### src/shared/ecp_ext_params.svh
// Offsets, field positions, reset values and sizes of the extended control block
`ifndef ECP_EXT_PARAMS_SVH
`define ECP_EXT_PARAMS_SVH

`define ADDR_W 11
`define OFS_DATA 11'h000
`define OFS_FIFO 11'h400
`define OFS_CAP 11'h401
`define OFS_ECR 11'h402

`define MODE_SPP 3'h0
`define MODE_PS2 3'h1
`define MODE_PFIFO 3'h2
`define MODE_ECP 3'h3
`define MODE_EPP 3'h4
`define MODE_RSVD 3'h5
`define MODE_TEST 3'h6
`define MODE_CFG 3'h7

`define ECR_MODE_HI 7
`define ECR_MODE_LO 5
`define ECR_FAULT_DIS 4
`define ECR_DMA_EN 3
`define ECR_SERVICE 2
`define ECR_FULL 1
`define ECR_EMPTY 0

`define ECR_RST_MODE 3'h0
`define ECR_RST_FAULT_DIS 1'h0
`define ECR_RST_DMA_EN 1'h0
`define ECR_RST_SERVICE 1'h1

`define CAP_COMPRESS 1'h0
`define WIDTH_INFO_VAL 8'h10
`define BYTE_ZERO 8'h00

`define PTR_W 4
`define CNT_W 5
`define FIFO_DEPTH 5'h10
`define TX_FREE_LEVEL 5'h08
`define RX_FILL_LEVEL 5'h08

`endif

### src/shared/ecp_ext_pkg.sv
// Types shared by the extended control block
`default_nettype none
package ecp_ext_pkg;
    typedef struct packed {
        logic [10:0] addr;
        logic wr;
        logic rd;
        logic [7:0] wdata;
    } host_req_t;

    typedef struct packed {
        logic cmd;
        logic [7:0] data;
    } fifo_entry_t;
endpackage
`default_nettype wire

### src/hw/ecp_port_extended_control.sv
// Extended control, capability report and byte FIFO of the parallel port
// Function
// - Capability bit 7 always reads zero: no hardware compression.
// - Capability bit 6 returns the port interrupt line level.
// - Capability bits 5:3 encode the selected interrupt number.
// - Capability bits 2:0 encode the selected DMA channel.
// - Control bits 7:5 read/write, select the mode; code 101 reserved.
// - Mode 000 resets FIFO, control lines open-drain, data drivers always on.
// - Mode 001 direction tri-states data; data reads return pin levels; push-pull.
// - Mode 010 sends FIFO bytes by standard handshake, forward only, push-pull.
// - Mode 011 forward sends command and data queue; reverse fills data queue.
// - Mode 100 gives EPP only when the configuration option allows it.
// - Mode 110 FIFO read and write by software, never transmitted.
// - Mode 111 maps the two configuration registers at 0x400 and 0x401.
// - Fault disable 0 in ECP mode: falling fault edge pulses interrupt.
// - Clearing fault disable in ECP mode while fault asserted raises an interrupt.
// - DMA enable bit 3 allows DMA only while service bit is zero.
// - Service bit 1 blocks DMA and service interrupts; writing 1 never interrupts.
// - Hardware sets service bit on each service interrupt; software clears it.
// - With DMA enabled, terminal count sets the service bit.
// - DMA off, forward: enough free slots sets the service bit.
// - DMA off, reverse: enough stored bytes sets the service bit.
// - Control bit 1 reads one when FIFO is full.
// - Control bit 0 reads one when FIFO is empty.
// - Clearing service bit with a condition pending interrupts at once.
// - Direction bit 0 means output, 1 input where direction counts.
`timescale 1ns/1ps
`include "ecp_ext_params.svh"
`default_nettype none

module ecp_port_extended_control (
    input wire logic clk_in,
    input wire logic resetn_in,
    input wire logic ce_in,
    input wire ecp_ext_pkg::host_req_t host_req_in,
    output logic [7:0] rdata_out,
    input wire logic direction_in,
    input wire logic dma_tc_in,
    input wire logic irq_line_level_in,
    input wire logic epp_option_in,
    input wire logic [3:0] irq_select_in,
    input wire logic [2:0] dma_select_in,
    input wire logic peripheral_error_in,
    input wire logic rx_valid_in,
    input wire logic [7:0] rx_data_in,
    output logic rx_ready_out,
    output logic tx_valid_out,
    output ecp_ext_pkg::fifo_entry_t tx_entry_out,
    input wire logic tx_ready_in,
    output logic dma_req_out,
    output logic irq_out,
    output logic data_oe_out,
    output logic ctrl_open_drain_out,
    output logic data_from_pins_out,
    output logic epp_active_out
);

    ////////////////////////////////////////////////////////////////////////
    function automatic logic [2:0] irq_code(input logic [3:0] irq);
        case (irq)
            4'hF: irq_code = 3'h6;
            4'hE: irq_code = 3'h5;
            4'hB: irq_code = 3'h4;
            4'hA: irq_code = 3'h3;
            4'h9: irq_code = 3'h2;
            4'h7: irq_code = 3'h1;
            4'h5: irq_code = 3'h7;
            default: irq_code = 3'h0;
        endcase
    endfunction

    function automatic logic [2:0] dma_code(input logic [2:0] ch);
        case (ch)
            3'h3: dma_code = 3'h3;
            3'h2: dma_code = 3'h2;
            3'h1: dma_code = 3'h1;
            default: dma_code = 3'h0;
        endcase
    endfunction

    function automatic logic fifo_mode(input logic [2:0] m);
        fifo_mode = (m == `MODE_PFIFO) || (m == `MODE_ECP) || (m == `MODE_TEST);
    endfunction

    ////////////////////////////////////////////////////////////////////////
    logic [2:0] mode;
    logic fault_dis;
    logic dma_en;
    logic service;
    ecp_ext_pkg::fifo_entry_t mem [`FIFO_DEPTH];
    logic [`PTR_W-1:0] rd_ptr;
    logic [`PTR_W-1:0] wr_ptr;
    logic [`CNT_W-1:0] count;
    logic [`CNT_W-1:0] next_count;
    logic [`CNT_W-1:0] free_slots;
    logic [7:0] last_byte;
    logic err_s1;
    logic err_s2;
    logic err_prev;
    logic full;
    logic empty;
    logic eff_dir;
    logic fifo_rst;
    logic wr_ecr;
    logic host_push;
    logic rx_push;
    logic push;
    ecp_ext_pkg::fifo_entry_t push_entry;
    logic host_pop;
    logic tx_pop;
    logic pop;
    logic fault_fall;
    logic fault_event;
    logic service_cond;
    logic service_event;
    ecp_ext_pkg::fifo_entry_t buf1;
    logic buf1_v;
    logic buf_ready;
    ecp_ext_pkg::fifo_entry_t next_buf0;
    ecp_ext_pkg::fifo_entry_t next_buf1;
    logic next_buf0_v;
    logic next_buf1_v;

    ////////////////////////////////////////////////////////////////////////
    // Direction is forced out in modes that ignore the bit
    assign eff_dir = (mode == `MODE_SPP || mode == `MODE_PFIFO) ? 1'b0 : direction_in;
    assign fifo_rst = (mode == `MODE_SPP);
    assign full = (count == `FIFO_DEPTH);
    assign empty = (count == {`CNT_W{1'b0}});
    assign free_slots = `FIFO_DEPTH - count;
    assign wr_ecr = host_req_in.wr && (host_req_in.addr == `OFS_ECR);

    // Host writes: FIFO window in PFIFO, test and forward ECP, command queue in forward ECP
    always_comb begin
        host_push = 1'b0;
        push_entry = '{cmd: 1'b0, data: host_req_in.wdata};
        if (host_req_in.wr && !full) begin
            if (host_req_in.addr == `OFS_FIFO) begin
                host_push = (mode == `MODE_PFIFO) || (mode == `MODE_TEST)
                    || (mode == `MODE_ECP && !eff_dir);
            end else if (host_req_in.addr == `OFS_DATA) begin
                host_push = (mode == `MODE_ECP) && !eff_dir;
                push_entry.cmd = 1'b1;
            end
        end
        rx_push = rx_valid_in && rx_ready_out && !full && (mode == `MODE_ECP) && eff_dir;
        if (rx_push) begin
            push_entry = '{cmd: 1'b0, data: rx_data_in};
        end
    end

    assign push = host_push || rx_push;
    assign host_pop = host_req_in.rd && (host_req_in.addr == `OFS_FIFO) && !empty
        && ((mode == `MODE_TEST) || (mode == `MODE_ECP && eff_dir));
    // Test mode never feeds the link
    assign tx_pop = buf_ready && !empty
        && ((mode == `MODE_PFIFO) || (mode == `MODE_ECP && !eff_dir));
    assign pop = host_pop || tx_pop;
    assign next_count = count + {{(`CNT_W-1){1'b0}}, push} - {{(`CNT_W-1){1'b0}}, pop};

    ////////////////////////////////////////////////////////////////////////
    always_ff @(posedge clk_in or negedge resetn_in) begin
        if (!resetn_in) begin
            rd_ptr <= '0;
            wr_ptr <= '0;
            count <= '0;
        end else if (ce_in) begin
            if (fifo_rst) begin
                rd_ptr <= '0;
                wr_ptr <= '0;
                count <= '0;
            end else begin
                if (push) begin
                    wr_ptr <= wr_ptr + 1'b1;
                end
                if (pop) begin
                    rd_ptr <= rd_ptr + 1'b1;
                end
                count <= next_count;
            end
        end
    end

    // Storage has no reset; pointers and count define its contents
    always_ff @(posedge clk_in) begin
        if (ce_in && push && !fifo_rst) begin
            mem[wr_ptr] <= push_entry;
        end
    end

    // Empty test FIFO re-reads the last byte
    always_ff @(posedge clk_in or negedge resetn_in) begin
        if (!resetn_in) begin
            last_byte <= `BYTE_ZERO;
        end else if (ce_in && host_pop) begin
            last_byte <= mem[rd_ptr].data;
        end
    end

    // Registered from next_count so that ready is already low in the first cycle the FIFO is full
    always_ff @(posedge clk_in or negedge resetn_in) begin
        if (!resetn_in) begin
            rx_ready_out <= 1'b0;
        end else if (ce_in) begin
            rx_ready_out <= !fifo_rst && (next_count < `FIFO_DEPTH) && (mode == `MODE_ECP) && eff_dir;
        end
    end

    ////////////////////////////////////////////////////////////////////////
    // Two-entry skid buffer toward the link handshake
    assign buf_ready = !buf1_v;

    always_comb begin
        next_buf0 = tx_entry_out;
        next_buf0_v = tx_valid_out;
        next_buf1 = buf1;
        next_buf1_v = buf1_v;
        if (tx_valid_out && tx_ready_in) begin
            next_buf0 = buf1;
            next_buf0_v = buf1_v;
            next_buf1_v = 1'b0;
        end
        if (tx_pop) begin
            if (!next_buf0_v) begin
                next_buf0 = mem[rd_ptr];
                next_buf0_v = 1'b1;
            end else begin
                next_buf1 = mem[rd_ptr];
                next_buf1_v = 1'b1;
            end
        end
    end

    always_ff @(posedge clk_in or negedge resetn_in) begin
        if (!resetn_in) begin
            tx_entry_out <= '0;
            tx_valid_out <= 1'b0;
            buf1 <= '0;
            buf1_v <= 1'b0;
        end else if (ce_in) begin
            tx_entry_out <= next_buf0;
            buf1 <= next_buf1;
            tx_valid_out <= next_buf0_v && !fifo_rst;
            buf1_v <= next_buf1_v && !fifo_rst;
        end
    end

    ////////////////////////////////////////////////////////////////////////
    // Fault pin is asynchronous to clk_in
    always_ff @(posedge clk_in or negedge resetn_in) begin
        if (!resetn_in) begin
            err_s1 <= 1'b1;
            err_s2 <= 1'b1;
            err_prev <= 1'b1;
        end else if (ce_in) begin
            err_s1 <= peripheral_error_in;
            err_s2 <= err_s1;
            err_prev <= err_s2;
        end
    end

    assign fault_fall = err_prev && !err_s2;
    // A 1-to-0 write of the disable bit catches a fault already low
    assign fault_event = (mode == `MODE_ECP)
        && ((!fault_dis && fault_fall)
        || (wr_ecr && fault_dis && !host_req_in.wdata[`ECR_FAULT_DIS] && !err_s2));

    ////////////////////////////////////////////////////////////////////////
    // Level conditions re-fire as soon as the service bit is cleared
    always_comb begin
        if (dma_en) begin
            service_cond = dma_tc_in;
        end else if (!eff_dir) begin
            service_cond = free_slots >= `TX_FREE_LEVEL;
        end else begin
            service_cond = count >= `RX_FILL_LEVEL;
        end
    end

    assign service_event = !service && fifo_mode(mode) && service_cond
        && !(wr_ecr && host_req_in.wdata[`ECR_SERVICE]);

    always_ff @(posedge clk_in or negedge resetn_in) begin
        if (!resetn_in) begin
            service <= `ECR_RST_SERVICE;
        end else if (ce_in) begin
            if (service_event) begin
                service <= 1'b1;
            end else if (wr_ecr) begin
                service <= host_req_in.wdata[`ECR_SERVICE];
            end
        end
    end

    always_ff @(posedge clk_in or negedge resetn_in) begin
        if (!resetn_in) begin
            mode <= `ECR_RST_MODE;
            fault_dis <= `ECR_RST_FAULT_DIS;
            dma_en <= `ECR_RST_DMA_EN;
        end else if (ce_in && wr_ecr) begin
            mode <= host_req_in.wdata[`ECR_MODE_HI:`ECR_MODE_LO];
            fault_dis <= host_req_in.wdata[`ECR_FAULT_DIS];
            dma_en <= host_req_in.wdata[`ECR_DMA_EN];
        end
    end

    always_ff @(posedge clk_in or negedge resetn_in) begin
        if (!resetn_in) begin
            irq_out <= 1'b0;
        end else if (ce_in) begin
            irq_out <= fault_event || service_event;
        end
    end

    // DMA asks only where a byte can move
    always_ff @(posedge clk_in or negedge resetn_in) begin
        if (!resetn_in) begin
            dma_req_out <= 1'b0;
        end else if (ce_in) begin
            dma_req_out <= dma_en && !service && fifo_mode(mode)
                && (eff_dir ? !(next_count == '0) : (next_count < `FIFO_DEPTH));
        end
    end

    ////////////////////////////////////////////////////////////////////////
    always_ff @(posedge clk_in or negedge resetn_in) begin
        if (!resetn_in) begin
            data_oe_out <= 1'b1;
            ctrl_open_drain_out <= 1'b1;
            data_from_pins_out <= 1'b0;
            epp_active_out <= 1'b0;
        end else if (ce_in) begin
            data_oe_out <= !eff_dir;
            ctrl_open_drain_out <= (mode == `MODE_SPP);
            data_from_pins_out <= (mode == `MODE_PS2);
            epp_active_out <= (mode == `MODE_EPP) && epp_option_in;
        end
    end

    ////////////////////////////////////////////////////////////////////////
    always_ff @(posedge clk_in or negedge resetn_in) begin
        if (!resetn_in) begin
            rdata_out <= `BYTE_ZERO;
        end else if (ce_in && host_req_in.rd) begin
            case (host_req_in.addr)
                `OFS_FIFO: begin
                    if (mode == `MODE_CFG) begin
                        rdata_out <= `WIDTH_INFO_VAL;
                    end else if (host_pop) begin
                        rdata_out <= mem[rd_ptr].data;
                    end else begin
                        rdata_out <= last_byte;
                    end
                end
                `OFS_CAP: begin
                    if (mode == `MODE_CFG) begin
                        rdata_out <= {`CAP_COMPRESS, irq_line_level_in,
                            irq_code(irq_select_in), dma_code(dma_select_in)};
                    end else begin
                        rdata_out <= `BYTE_ZERO;
                    end
                end
                `OFS_ECR: begin
                    rdata_out <= {mode, fault_dis, dma_en, service, full, empty};
                end
                default: begin
                    rdata_out <= `BYTE_ZERO;
                end
            endcase
        end
    end
endmodule // ecp_port_extended_control
`default_nettype wire

### config.mk
export PLATFORM = sky130hd
export DESIGN_NAME = ecp_port_extended_control
export DESIGN_NICKNAME = d
export VERILOG_FILES = /design/src/shared/ecp_ext_pkg.sv /design/src/hw/ecp_port_extended_control.sv
export VERILOG_INCLUDE_DIRS = /design/src /design/src/shared
export SDC_FILE = /design/constraint.sdc
export NUM_CORES = 1
export LEC_CHECK = 0
export BUFFER_PORTS_ARGS = -buffer_cell sky130_fd_sc_hd__buf_2
export CORE_ASPECT_RATIO = 1.2
export CORE_MARGIN = 10
export CORE_UTILIZATION = 55
export DETAILED_ROUTE_END_ITERATION = 8
export PLACE_DENSITY_LB_ADDON = 0.08
export SYNTH_ARGS = -nofsm -noshare
export SYNTH_HDL_FRONTEND = slang
export SYNTH_SLANG_ARGS = --single-unit
export TNS_END_PERCENT = 1
### constraint.sdc
create_clock -name clk_in -period 4.9 [get_ports clk_in]
set_clock_uncertainty 0.2 [all_clocks]
set_input_delay 0.245 -clock clk_in [delete_from_list [all_inputs] [get_ports clk_in]]
set_output_delay 0.245 -clock clk_in [all_outputs]
set_load 0.1 [all_outputs]
==> qor.yml <==
ys_warn_count: 0
clock-sinks: 209
syn_inst: 651
start_kind: "register"
tns_ns: 0
grt_setup_unrepaired: "false"
fp.dieW_microns: 139.0
postPlaceCellArea_sq_um: 9951
htreeDepth: 1
synthAdderAreaFrac: 0.02223
grt_max_degree: 66
async_flop_share: 0.3110
drv_slew: 0
clock_path_buffers: 3
design_area_sq_um: 10830
ys_ff_latch: 209
path_cells: "inv_1 -> ha_1 -> and2_1 -> ha_1 -> nand2b_1 -> a211oi_2 -> nand3_1 -> nand2b_2 -> xor2_1 -> ha_1 -> fa_1 -> a21oi_1 -> o21bai_1 -> xor2_1 -> and3_1 -> o41ai_1"
worst_path_most_repeated_cell: "ha_1"
drt-total-wl_mm: 22.43
fp.dieArea_sq_um: 22630
drtIter0Drc: 432
syn_area_sq_um: 9345
vias: 5961
ys_types: 72
insertedDiodeCount: 0
synth.avg_cell_area_sq_um: 14.36
p_comb_frac: 0.031
grt_use_total: 0.1954
status: "completed"
layout_common_cells: "edfxtp_1 (144), buf_2 (70), dfrtp_1 (58)"
synth-xor-area-share: 0.005623
slowest_delay_ns: 0.44
criticalPathCategory: "register to register"
ant_nets: 0
finalCriticalPeriod_ns: 4.451
power_density_nw_per_um2: 339.7
fmaxAchievable_mhz: 224.7
p_leak_nw: 4.056
worst-endpoint-required_ns: 5.08
synth_compound_area_frac: 0.09961
row_count: 52
hold_path.class: "input port to register"
num_io_pins: 71
die_y_microns: 162.8
synthMuxAreaShare: 0.1142
syn_nets: 713
synthFlopType: "edfxtp_1"
switching_power_uw: 727.1
swShare: 0.1977
synth_top_family_by_area: "multiplexers"
numCtsBuffers: 22
core-area_sq_um: 16790
layout_commonest_cell: "edfxtp_1"
hold_violations: 0
synth_edf_count: 144
grt_pass1_vias: 6161
root_buffer: "clkbuf_16"
antenna_found_initial: 0
crit_fanout: 7
arrival_ns: 4.63
areaGrowthSynthToFinish_pct: 15.85
crit_path_end_kind: "register"
vias_per_cell: 6.126
wire_per_inst_microns: 23.05
crit_family: "simple AND/OR/NAND/NOR gates"
power_frac_seq: 0.517
max-vdd-ir-drop_v: 0.0004177
slew_headroom: 0.2709
drtPass1Iterations: 8
synthSimpleGateAreaFrac: 0.09265
clockPowerShare: 0.452
drc: 0
cts.clk_slew.worst_paths_ns: 0.06
critPathSlowestCell: "a211oi_2"
fin_nets: 804
cp.buffers_inverters: 1
period_share: 0.9083
finalSetupViolCount: 0
worstMarginPinSlew_ns: 1.090
hpwl_mm: 15.46
cts_tree: "done"
ys_seq_area_frac: 0.6376
place.gp.congestion: 0.9216
overflow: 0
start_util: 0.5567
cell_internal_pwr_mw: 2.950
insertion_delay_ns: 0.50
grt_pass1_wl_mm: 34.98
maxCapViolations: 0
placement.io_buffers: 70
drive_above_1_share: 0.2299
power groups by stage:
stage / sequential, mW / clock, mW / combinational (mW)
2_1_floorplan: 1.95 / 0 / 0.0374
3_3_place_gp: 1.94 / 0 / 0.101
3_5_place_dp: 1.94 / 0 / 0.104
4_1_cts: 1.90 / 1.69 / 0.113
5_1_grt: 1.90 / 1.77 / 0.123
6_report: 1.90 / 1.66 / 0.114
cell type report:
class | count | area (sq um)
fill | 1219 | 5959
clock inverter | 10 | 127.6
timing repair buffer | 97 | 590.6
clock buffer | 29 | 598.1
tap | 216 | 270.3
inverter | 35 | 131.4
sequential | 209 | 5959
multi-input combinational | 377 | 3149
what timing repair did:
action,CTS,global route
hold buffers,15,0
gates resized for setup,0,0
buffers inserted,0,0
hold endpoints to repair,73,0
worst paths after layout:
kind	startpoint	end	slack, ns	cells past startpoint
max	count[3]	dma_req_out	0.45	16
min	host_req_in[10]	rdata_out[7]	0.02	4
max reg2reg	count[3]	dma_req_out	0.45	16
min reg2reg	ctrl_open_drain_out	ctrl_open_drain_out	0.29	2
max in group asynchronous	resetn_in	rd_ptr[0]	3.63	3
min in group asynchronous	resetn_in	count[2]	0.26	3
state kept, by name, summed over array words and instances, names as in the netlist, 3 cells and up:
signal	flops
mode	3
count	5
mem	144
buf1	9
wr_ptr	4
rd_ptr	4
rdata_out	8
tx_entry_out	9
last_byte	8
metrics by stage:
step           cells  total power [mW]    util  hold slack [ns]  setup slack, ns
3_5_place_dp     919             2.041  0.5928           0.2714           0.5484
5_1_grt          973             3.797  0.6450          0.02694           0.2475
3_3_place_gp     919             2.037  0.5928           0.2684           0.7924
6_report         973             3.677  0.6450          0.01895           0.4491
2_1_floorplan    651             1.987       -          -0.2506            1.257
4_1_cts          973             3.703  0.6450         0.004583           0.5398
synth_stat cells (3+ instances only):
cell / number / area [sq um]
edfxtp_1: 144 / 4324
dfrtp_1: 59 / 1476
nand2_1: 40 / 150.1
mux2i_1: 38 / 380.4
inv_1: 33 / 123.9
o21ai_0: 31 / 155.2
nor2_1: 24 / 90.09
a221oi_1: 19 / 166.4
mux4_2: 19 / 427.9
clkbuf_1: 18 / 67.56
ha_1: 15 / 187.7
nand3_1: 15 / 75.07
a22oi_1: 14 / 105.1
a21oi_1: 12 / 60.06
mux2_2: 12 / 135.1
and2_1: 11 / 68.82
mux2_1: 11 / 123.9
a31oi_1: 9 / 56.30
buf_2: 9 / 45.04
a222oi_1: 8 / 80.08
nor4_1: 7 / 43.79
dfstp_2: 6 / 157.7
and3_1: 5 / 31.28
nand2b_1: 5 / 31.28
a22o_1: 4 / 35.03
nand4_1: 4 / 25.02
nor2b_1: 4 / 25.02
nor3_1: 4 / 20.02
o221ai_1: 4 / 35.03
o22ai_1: 4 / 25.02
xnor2_1: 4 / 35.03
a32oi_1: 3 / 26.28
nor3b_1: 3 / 22.52
nor3b_2: 3 / 37.54
cells by family after synthesis:
group	count (synthesis)
flops	209
simple gates	148
compound gates	127
mux	80
buf+inv	65
fa+ha+maj	16
xor+xnor	6
worst register-to-register path, stage by stage (launching register included):
cell and delay, ns:
dfrtp_1 0.35, inv_1 0.11, ha_1 0.20, and2_1 0.16, ha_1 0.23, nand2b_1 0.22, a211oi_2 0.44, nand3_1 0.38
nand2b_2 0.28, xor2_1 0.10, ha_1 0.22, fa_1 0.42, a21oi_1 0.19, o21bai_1 0.09, xor2_1 0.18, and3_1 0.20
o41ai_1 0.35
routing by layer:
metal	global-route usage	wire (microns)	up-vias
li1	-	-	2725
met4	0.09259	1009	0
met5	0	0	-
met1	0.2379	9209	2951
met3	0.04026	1385	60
met2	0.3279	10820	225
No activity file was read; power rests on OpenSTA's default activity.
